==> src/logic/rie_pkg.sv <==
// radio interrupt-enable set register: shared constants and types
// assumes a 12-bit byte address and a 32-bit data path on the register port

package rie_pkg;

  // ----------------------------------------------------------------
  // bus shape
  // ----------------------------------------------------------------
  localparam int RIE_ADDR_W = 12;
  localparam int RIE_DATA_W = 32;

  // ----------------------------------------------------------------
  // register offsets (byte addresses)
  // ----------------------------------------------------------------
  localparam logic [RIE_ADDR_W-1:0] RIE_OFS_ENABLE_SET = 12'h304;
  localparam logic [RIE_ADDR_W-1:0] RIE_OFS_STATUS     = 12'h400;
  localparam logic [RIE_ADDR_W-1:0] RIE_OFS_PENDING    = 12'h404;

  // ----------------------------------------------------------------
  // field positions, shared by enable, status and pending
  // ----------------------------------------------------------------
  localparam int RIE_POS_ENERGY_DETECT_STOPPED  = 16;
  localparam int RIE_POS_CHANNEL_ASSESS_IDLE    = 17;
  localparam int RIE_POS_CHANNEL_ASSESS_BUSY    = 18;
  localparam int RIE_POS_CHANNEL_ASSESS_STOPPED = 19;
  localparam int RIE_POS_RATE_SWITCH_EVENT      = 20;
  localparam int RIE_POS_TRANSMIT_READY_EVENT   = 21;
  localparam int RIE_POS_RECEIVE_READY_EVENT    = 22;
  localparam int RIE_POS_HEADER_MATCH_EVENT     = 23;
  localparam int RIE_POS_PREAMBLE_SYNC_EVENT    = 26;
  localparam int RIE_POS_PHY_END_EVENT          = 27;
  localparam int RIE_POS_TONE_EXTENSION_PRESENT = 28;

  // implemented bits; all others read as zero
  localparam logic [RIE_DATA_W-1:0] RIE_FIELD_MASK = 32'h1cff_0000;
  localparam logic [RIE_DATA_W-1:0] RIE_RESET_VAL  = 32'h0000_0000;
  localparam logic [RIE_DATA_W-1:0] RIE_READ_ZERO  = 32'h0000_0000;

  // ----------------------------------------------------------------
  // radio modes and preamble watcher states
  // ----------------------------------------------------------------
  typedef enum logic [1:0] {
    mode_other           = 2'h0,
    long_range_125k_mode = 2'h1,
    long_range_500k_mode = 2'h2,
    low_rate_250k_mode   = 2'h3
  } rie_mode_t;

  typedef enum logic [1:0] {
    st_idle   = 2'b00,
    st_listen = 2'b01,
    st_hit    = 2'b11
  } rie_sync_state_t;

endpackage

==> src/logic/rie_flag_bit.sv <==
// one sticky flag: set wins over clear, frozen while ce is low except that rst still clears it
// assumes set and clr are from logic on clk

`timescale 1ns/1ps

module rie_flag_bit
  import rie_pkg::*;
(
  input  wire logic clk,
  input  wire logic rst,
  input  wire logic ce,
  input  wire logic set,
  input  wire logic clr,
  output logic      q
);

  // ----------------------------------------------------------------
  // storage
  // ----------------------------------------------------------------
  // set beats clear so an event in the clearing cycle is kept
  always_ff @(posedge clk) begin
    if (rst) begin
      q <= 1'b0;
    end else if (ce) begin
      if (set) begin
        q <= 1'b1;
      end else if (clr) begin
        q <= 1'b0;
      end
    end
  end

endmodule

==> src/logic/rie_sync_watch.sv <==
// preamble watcher: turns a raw preamble hint into a one-cycle event
// assumes hint, rx_active and mode come from radio logic on clk

`timescale 1ns/1ps

module rie_sync_watch
  import rie_pkg::*;
(
  input  wire logic      clk,
  input  wire logic      rst,
  input  wire logic      ce,
  input  wire logic      rx_active,
  input  wire rie_mode_t mode,
  input  wire logic      preamble_hint,
  output logic           sync_pulse
);

  // ----------------------------------------------------------------
  // state
  // ----------------------------------------------------------------
  rie_sync_state_t state;
  rie_sync_state_t next_state;
  logic            mode_ok;

  assign mode_ok = (mode == long_range_125k_mode) ||
                   (mode == long_range_500k_mode) ||
                   (mode == low_rate_250k_mode);

  always_comb begin
    next_state = state;
    unique case (state)
      st_idle: begin
        if (rx_active && mode_ok) begin
          next_state = st_listen;
        end
      end
      st_listen: begin
        if (!(rx_active && mode_ok)) begin
          next_state = st_idle;
        end else if (preamble_hint) begin
          next_state = st_hit;
        end
      end
      st_hit: begin
        next_state = (rx_active && mode_ok) ? st_listen : st_idle;
      end
      default: begin
        next_state = st_idle;
      end
    endcase
  end

  always_ff @(posedge clk) begin
    if (rst) begin
      state <= st_idle;
    end else if (ce) begin
      state <= next_state;
    end
  end

  // one cycle per hint; spurious hints pass through by design
  assign sync_pulse = (state == st_hit);

endmodule

==> src/logic/rie_top.sv <==
// radio interrupt-enable set register with sticky event status
// assumes events, clears and the register port all run on clk

`timescale 1ns/1ps

// Behaviour
// RQ1: writing 1 enables energy detect stopped interrupt until cleared elsewhere
// RQ2: writing 1 enables the channel assessment idle interrupt
// RQ3: writing 1 enables the channel assessment busy interrupt
// RQ4: writing 1 enables the channel assessment stopped interrupt
// RQ5: writing 1 enables the rate boost interrupt
// RQ6: writing 1 enables the transmitter ready interrupt
// RQ7: writing 1 enables the receiver ready interrupt
// RQ8: writing 1 enables the header match interrupt
// RQ9: writing 1 enables the preamble sync interrupt
// RQ10: preamble sync raised in long range or low rate modes; spurious allowed
// RQ11: writing 1 enables the end of packet interrupt
// RQ12: writing 1 enables the tone extension present interrupt
// RQ13: reading an enable field returns one when enabled, else zero
// RQ14: writing zero leaves an enable unchanged
module rie_top
  import rie_pkg::*;
#(
  parameter int ADDR_W = RIE_ADDR_W,
  parameter int DATA_W = RIE_DATA_W
)
(
  input  wire logic              clk,
  input  wire logic              rst,
  input  wire logic              ce,
  input  wire logic [ADDR_W-1:0] reg_addr,
  input  wire logic [DATA_W-1:0] reg_wdata,
  input  wire logic              reg_wr,
  input  wire logic              reg_rd,
  output logic      [DATA_W-1:0] reg_rdata,
  input  wire logic [DATA_W-1:0] enable_clear,
  input  wire logic              energy_detect_stopped,
  input  wire logic              channel_assess_idle,
  input  wire logic              channel_assess_busy,
  input  wire logic              channel_assess_stopped,
  input  wire logic              rate_switch_event,
  input  wire logic              transmit_ready_event,
  input  wire logic              receive_ready_event,
  input  wire logic              header_match_event,
  input  wire logic              rx_active,
  input  wire rie_mode_t         radio_mode,
  input  wire logic              preamble_hint,
  input  wire logic              phy_end_event,
  input  wire logic              tone_extension_present,
  output logic      [DATA_W-1:0] enable_out,
  output logic                   irq
);

  // ----------------------------------------------------------------
  // address decode
  // ----------------------------------------------------------------
  function automatic logic addr_is(input logic [ADDR_W-1:0] a,
                                   input logic [ADDR_W-1:0] ofs);
    addr_is = (a == ofs);
  endfunction

  logic wr_enable_set;
  logic wr_status;

  assign wr_enable_set = reg_wr && addr_is(reg_addr, RIE_OFS_ENABLE_SET);
  assign wr_status     = reg_wr && addr_is(reg_addr, RIE_OFS_STATUS);

  // ----------------------------------------------------------------
  // preamble sync event
  // ----------------------------------------------------------------
  logic preamble_sync_event;

  // RQ10: mode-qualified preamble event
  rie_sync_watch u_sync (
    .clk           (clk),
    .rst           (rst),
    .ce            (ce),
    .rx_active     (rx_active),
    .mode          (radio_mode),
    .preamble_hint (preamble_hint),
    .sync_pulse    (preamble_sync_event)
  );

  // ----------------------------------------------------------------
  // event vector in register layout
  // ----------------------------------------------------------------
  logic [DATA_W-1:0] event_vec;

  always_comb begin
    event_vec = RIE_RESET_VAL;
    event_vec[RIE_POS_ENERGY_DETECT_STOPPED]  = energy_detect_stopped;
    event_vec[RIE_POS_CHANNEL_ASSESS_IDLE]    = channel_assess_idle;
    event_vec[RIE_POS_CHANNEL_ASSESS_BUSY]    = channel_assess_busy;
    event_vec[RIE_POS_CHANNEL_ASSESS_STOPPED] = channel_assess_stopped;
    event_vec[RIE_POS_RATE_SWITCH_EVENT]      = rate_switch_event;
    event_vec[RIE_POS_TRANSMIT_READY_EVENT]   = transmit_ready_event;
    event_vec[RIE_POS_RECEIVE_READY_EVENT]    = receive_ready_event;
    event_vec[RIE_POS_HEADER_MATCH_EVENT]     = header_match_event;
    event_vec[RIE_POS_PREAMBLE_SYNC_EVENT]    = preamble_sync_event;
    event_vec[RIE_POS_PHY_END_EVENT]          = phy_end_event;
    event_vec[RIE_POS_TONE_EXTENSION_PRESENT] = tone_extension_present;
  end

  // ----------------------------------------------------------------
  // enable set strobes, one per field
  // ----------------------------------------------------------------
  logic [DATA_W-1:0] enable_set_vec;
  logic [DATA_W-1:0] enable_clr_vec;

  // RQ14: only ones in the write data set
  assign enable_set_vec = wr_enable_set ? reg_wdata : RIE_RESET_VAL;
  // RQ1: clears come only from outside this register
  assign enable_clr_vec = enable_clear;

  // ----------------------------------------------------------------
  // storage: enable and sticky status per implemented bit
  // ----------------------------------------------------------------
  logic [DATA_W-1:0] enable;
  logic [DATA_W-1:0] status;
  logic [DATA_W-1:0] status_clr_vec;

  // status bits are write-one-to-clear; a same-cycle event wins
  assign status_clr_vec = wr_status ? reg_wdata : RIE_RESET_VAL;

  genvar gi;
  generate
    for (gi = 0; gi < DATA_W; gi++) begin : g_bit
      if (RIE_FIELD_MASK[gi]) begin : g_used
        // RQ2: per-field write one to set
        rie_flag_bit u_enable (
          .clk (clk),
          .rst (rst),
          .ce  (ce),
          .set (enable_set_vec[gi]),
          .clr (enable_clr_vec[gi]),
          .q   (enable[gi])
        );
        rie_flag_bit u_status (
          .clk (clk),
          .rst (rst),
          .ce  (ce),
          .set (event_vec[gi]),
          .clr (status_clr_vec[gi]),
          .q   (status[gi])
        );
      end else begin : g_unused
        assign enable[gi] = 1'b0;
        assign status[gi] = 1'b0;
      end
    end
  endgenerate

  // RQ3: busy enable via field mask bit
  // RQ4: stopped enable via field mask bit
  // RQ5: rate boost enable via field mask bit
  // RQ6: transmit ready via field mask bit
  // RQ7: receive ready via field mask bit
  // RQ8: header match via field mask bit
  // RQ9: preamble sync via field mask bit
  // RQ11: end of packet via field mask bit
  // RQ12: tone extension via field mask bit
  // (the generate above covers each of these positions)

  // ----------------------------------------------------------------
  // interrupt line
  // ----------------------------------------------------------------
  logic [DATA_W-1:0] pending;

  // enable register doubles as the mask
  assign pending = status & enable;
  assign irq     = |pending;

  // radio side sees the live enables
  assign enable_out = enable;

  // ----------------------------------------------------------------
  // read port: data in the cycle after the strobe
  // ----------------------------------------------------------------
  logic [DATA_W-1:0] next_rdata;

  // RQ13: enable reads back as stored
  always_comb begin
    next_rdata = RIE_READ_ZERO;
    if (addr_is(reg_addr, RIE_OFS_ENABLE_SET)) begin
      next_rdata = enable;
    end else if (addr_is(reg_addr, RIE_OFS_STATUS)) begin
      next_rdata = status;
    end else if (addr_is(reg_addr, RIE_OFS_PENDING)) begin
      next_rdata = pending;
    end
  end

  // read data held only one cycle while ce is high; with ce low reg_rdata keeps its value
  always_ff @(posedge clk) begin
    if (rst) begin
      reg_rdata <= RIE_READ_ZERO;
    end else if (ce) begin
      reg_rdata <= reg_rd ? next_rdata : RIE_READ_ZERO;
    end
  end

endmodule

==> config.mk <==
export PLATFORM = sky130hd
export DESIGN_NAME = rie_top
export DESIGN_NICKNAME = d
export VERILOG_FILES = /design/src/logic/rie_pkg.sv /design/src/logic/rie_flag_bit.sv /design/src/logic/rie_sync_watch.sv /design/src/logic/rie_top.sv
export SDC_FILE = /design/constraint.sdc
export NUM_CORES = 1
export LEC_CHECK = 0
export ABC_AREA = 0
export ABC_CLOCK_PERIOD_IN_PS = 2100
export BUFFER_PORTS_ARGS = -buffer_cell sky130_fd_sc_hd__buf_2
export CAP_MARGIN = 15
export CORE_ASPECT_RATIO = 1.4
export CORE_MARGIN = 2
export CORE_UTILIZATION = 41
export DETAILED_ROUTE_END_ITERATION = 7
export PLACE_DENSITY = 0.85
export SLEW_MARGIN = 20
export SYNTH_ARGS = -nofsm -noshare
export SYNTH_HDL_FRONTEND = slang
export SYNTH_HIERARCHICAL = 1
export SYNTH_SLANG_ARGS = --single-unit
export TNS_END_PERCENT = 10
==> constraint.sdc <==
create_clock -name clk -period 2.1 [get_ports clk]
set_clock_uncertainty 0.05 [all_clocks]
set_input_delay 0.315 -clock clk [delete_from_list [all_inputs] [get_ports clk]]
set_output_delay 0.315 -clock clk [all_outputs]
set_load 0.01 [all_outputs]
---- After elaboration in Yosys (flattened, before gate mapping) ----
Cells that the tools add are included.
word-level totals
  flip-flop bits (word level) ............. 56
  bits of input ports ..................... 95
  output and inout port bits .............. 65
  logic and storage cells ................. 142
operators by class
  eq/ne operators ......................... 10
  mux-type cells .......................... 55
  bitwise gates (word level) .............. 1
  reductions and logical operators ........ 52
operators by type and width
  operator                count
  $mux W29                5
  $mux W1                 45
  $reduce_and A2 Y1       22
  $reduce_bool A2 Y1      22
  $mux W32                1
  $reduce_or A32 Y1       1
  $and A29 B29 Y29        1
  $eq A12 B11 Y1 const B  2
  $eq A12 B10 Y1 const B  1
  $eq A2 B2 Y1 const B    3
  $mux W2                 3
  $pmux W2 S3             1
  $eq A2 B1 Y1 const B    2
  $logic_and A1 B1 Y1     3
  $ne A3 B3 Y1 const B    1
  $reduce_and A3 Y1       1
  $logic_not A2 Y1        1
  $logic_or A1 B1 Y1      2
  $ne A2 B1 Y1 const B    1

---- Logic depth before layout (Yosys ltp) ----
  word-level depth ........................ 6
  gate-level depth with buffers ........... 7
  gate-level depth less buffers ........... 6

---- By module ----
The synthesis kept the hierarchy.
modules (own cells, without submodules)
  module          instances  cells each  area each (sq um)  sequential area each (sq um)
  rie_top         1          156         1223.7             220.2
  rie_flag_bit    22         4           42.5               20.0
  rie_sync_watch  1          10          90.1               40.0

---- Worst setup path after synthesis ----
OpenSTA, ideal clock, no wires.
  path type ............................... input-to-reg
  start point ............................. input reg_addr[1]
  end point ............................... register g_bit[16].g_used.u_status.q
  setup time .............................. 113 ps
  arrival time ............................ 1390 ps
  data required time ...................... 1937 ps
  setup slack ............................. 547 ps
  cell stages on the path ................. 7
  path buffers ............................ 1
  cells stage by stage .................... nor4_2 and2_4 and4b_1 buf_2 and2_1 a21bo_1 a21oi_2
between the ends
  cells in the longest elaborated chain, start to end .. 5
RTL lines
  what                          RTL line            source
  start: declaration            rie_top.sv:31       input wire logic [ADDR_W-1:0] reg_addr,
  $eq A12 B11 Y1                rie_top.sv:59       addr_is = (a == ofs);
  $logic_and A1 B1 Y1           rie_top.sv:66       assign wr_status = reg_wr && addr_is(reg_addr, RIE_OFS_STATUS);
  $mux W29                      rie_top.sv:123      assign status_clr_vec = wr_status ? reg_wdata : RIE_RESET_VAL;
  via status_clr_vec[16]        rie_top.sv:120      logic [DATA_W-1:0] status_clr_vec;
  $reduce_bool A2 Y1 (no line)  -
  $reduce_and A2 Y1 (no line)   -
  end signal: assignment        rie_flag_bit.sv:23  q <= 1'b0;
  end signal: assignment        rie_flag_bit.sv:26  q <= 1'b1;
  end signal: assignment        rie_flag_bit.sv:28  q <= 1'b0;
  end: declaration              rie_flag_bit.sv:14  output logic q
The timed path passes the listed nets, and every way through them passes these cells.
A chain may end at the register's enable or synchronous reset.

---- Worst setup path after layout ----
  start point ............................. register g_bit[16].g_used.u_enable.q
  end point ............................... output irq
between the ends
  cells in the longest elaborated chain, start to end .. 2
RTL lines
  what                      RTL line            source
  start: declaration        rie_flag_bit.sv:14
  start signal: assignment  rie_flag_bit.sv:23
  start signal: assignment  rie_flag_bit.sv:26
  start signal: assignment  rie_flag_bit.sv:28
  $and A29 B29 Y29          rie_top.sv:170      assign pending = status & enable;
  $reduce_or A32 Y1         rie_top.sv:171      assign irq = |pending;
  end: declaration          rie_top.sv:51       output logic irq
Every way passes these cells.

==> results.py <==
metrics = {
    "setup_path": {
        "r2r-start": "g_bit[28].g_used.u_enable/q",
        "cp_top_family": "compound AO/OA/AOI/OAI gates",
        "end_kind": "output pin",
        "cp_max_fo": 5,
        "regToRegSetupSlack_ns": 1.09,
        "crit_slowest_cell": "dfxtp_1",
        "slowest_delay_ns": 0.35,
        "cp_data_arrival_time_ns": 1.52,
        "path_cells": "a22o_1 > a221oi_1 > and3_1 > nand2_1 > buf_2",
        "cp-start-kind": "flop",
        "crit_start": "g_bit[16].g_used.u_enable/q",
        "path_buf_inv": 1,
        "critical_path_required_ns": 1.74,
        "path_class": "reg -> out",
    },
    "timing": {
        "fmax_mhz": 529,
        "tns_ns": 0,
        "setup_viol": 0,
        "finalCritPeriodShare": 0.899,
        "fin_crit_ns": 1.89,
        "worstMarginPinSlew_ns": 0.502,
        "rsz0062_at_grt": "false",
        "hold-worst-slack_ns": 0.231,
        "finalMaxSlewViolations": 0,
        "hold_viol": 0,
        "slew_headroom": 0.664,
    },
    "yosys": {
        "ys_top_cells_by_area": "dfxtp_1 (31%), buf_4 (14%), a21bo_1 (9.8%), a21oi_2 (8.6%), and2_1 (6.4%)",
        "syn_area_um2": 2250,
        "ys_ff_latch": 35,
        "synth.avg_cell_area_um2": 8.86,
        "ys_seq_area_frac": 0.311,
        "yosysWarnings": 6,
        "synth_top_cell_by_area": "dfxtp_1",
        "syn_inst": 254,
        "yosysTopAreaCellShare": 0.311,
        "ys_types": 35,
    },
    "clock_network": {
        "cts.sinks": 35,
        "cts_max_path_buffers": 2,
        "cts_htree_levels": 2,
        "cts_resized": 0,
        "cts_setup_buffers": 0,
        "hold_buffers": 0,
        "cts_buffers": 5,
        "clkTransAtPathRegs_ns": 0.07,
        "cts-root-buf": "clkbuf_8",
        "insertion_delay_ns": 0.28,
        "cts_tree": "yes",
    },
    "finish": {
        "antenna_cells": 0,
        "final_area_um2": 2660,
        "nFillCells": 512,
        "drive_gt1_frac": 0.381,
        "seqCellArea_um2": 701,
        "multi_input_area_um2": 1340,
        "nets": 431,
        "syn2layout_area_growth_pct": 18.3,
        "final_core_util": 0.508,
        "layout.cells.non_filler": 402,
    },
    "drt": {
        "vias_per_cell": 4.97,
        "drt_iter0_markers": 88,
        "detail_route.first_pass.iterations": 4,
        "post_drt_wl_per_cell_um": 13.3,
        "drc": 0,
        "ant_nets": 0,
        "wirelength_um": 5340,
        "routed-via-count": 1996,
    },
    "die": {
        "core_area_um2": 5240,
        "pin_count": 160,
        "die_y_um": 91.6,
        "die_x_um": 66.6,
        "initial_utilization": 0.430,
        "row_count": 31,
        "dieArea_um2": 6100,
    },
    "global_route": {
        "overflow": 0,
        "grt_pass1_wl_um": 8510,
        "grt_max_degree": 17,
        "grt_pass1_vias": 1927,
        "antenna_found_initial": 0,
        "grt_usage": 0.180,
    },
    "power": {
        "p_per_area_nw_per_um2": 515,
        "p_leak_nw": 1.27,
        "irDropWorstVdd_uv": 269,
    },
    "min_path": {
        "hold_class": "in -> reg",
        "hp-start": "energy_detect_stopped",
    },
    "placement": {
        "dpl.hpwl_um": 4020,
        "dp.cells": 395,
        "place_area_um2": 2570,
        "io_buffer_count": 75,
        "gp_congestion": 0.765,
    },
    "flow_run": {
        "max_cap_viol_count": 0,
    },
    "run_status": {
        "status": "completed",
    },
}
-- power breakdown --
part           internal [mW]  switching (mW)
Sequential             0.678          0.0117
Combinational         0.0738           0.112
Clock                  0.257           0.237
-- synth_stat cells --
library cell	instances
buf_4	42
dfxtp_1	35
nand2_1	34
and2_1	23
a21bo_1	22
a21oi_2	22
nor2_1	12
a31oi_1	11
nand2b_1	11
o31ai_2	10
clkbuf_1	5
a22oi_1	2
and4b_1	2
nor4_2	2
a211oi_1	1
a21oi_1	1
a221oi_1	1
a222oi_1	1
a22o_1	1
and2_4	1
and2b_1	1
and3_1	1
and3_2	1
buf_2	1
buf_6	1
clkbuf_2	1
conb_1	1
inv_1	1
nand3_1	1
nand4b_1	1
nand4b_4	1
nor3b_1	1
o21ai_1	1
o22ai_1	1
o31ai_1	1
-- layout by cell type (no fill, tap or decap), types with 6 or more instances in the layout --
cell type and instances:
dfxtp_1 35, nand2b_1 11, a31oi_1 11, o31ai_2 10, a21oi_2 22, conb_1 42
buf_2 75, nor2_1 12, nand2_1 34, a21bo_1 22, buf_4 9, and2_1 23
clkbuf_8 6
-- through the flow --
step,setup slack [ns],power [mW]
global placement,0.326,0.885
detailed placement,0.286,0.890
floorplan,0.547,0.848
global route,0.113,1.43
CTS,0.193,1.38
finish,0.211,1.37
-- final timing paths --
| check | cells after the start | to |
|---|---|---|
| worst max-delay path | 5 | irq |
| worst max register to register | 3 | reg_rdata[28] |
| worst min-delay path | 3 | g_bit[16].g_used.u_status/q |
| worst min register to register | 2 | reg_rdata[26] |
-- worst reg2reg max path, delay by kind of cell (launching register included) --
| family | cells | cell delay, ns |
|---|---|---|
| and+or+nand+nor | 1 | 0.14 |
| DFF | 1 | 0.40 |
| AOI/OAI and AO/OA | 2 | 0.34 |
-- cells by family (layout without fill, tap and decap cells) --
family / count (synthesis) / in the layout / share of synthesized area
AOI/OAI and AO/OA: 75 / 75 / 0.303
DFF: 35 / 35 / 0.311
buffers and inverters: 51 / 92 / 0.160
and+or+nand+nor: 92 / 92 / 0.225
other: 1 / 42 / 0.00167
-- registers in the layout (all words and copies together) (netlist names) --
name	cells
g_bit.g_used.u_enable/q	11
g_bit.g_used.u_status/q	11
reg_rdata	11
u_sync/state	2
-- layer usage --
metal,vias up,share of wire,GRT usage
li1,962,-,-
met5,-,0,0
met2,97,0.51,0.313
met4,0,0.017,0.0918
met3,12,0.075,0.0380
met1,925,0.40,0.200
-- area by class of cell --
| cell class | instances | area share |
|---|---|---|
| tap | 66 | 0.0310 |
| timing repair buffer | 84 | 0.166 |
| multi-input combinational | 209 | 0.505 |
| inverter | 1 | 0.00141 |
| clock inverter | 1 | 0.00188 |
| clock buffer | 6 | 0.0310 |
| sequential | 35 | 0.263 |
Power figures use the tool's default switching activity.
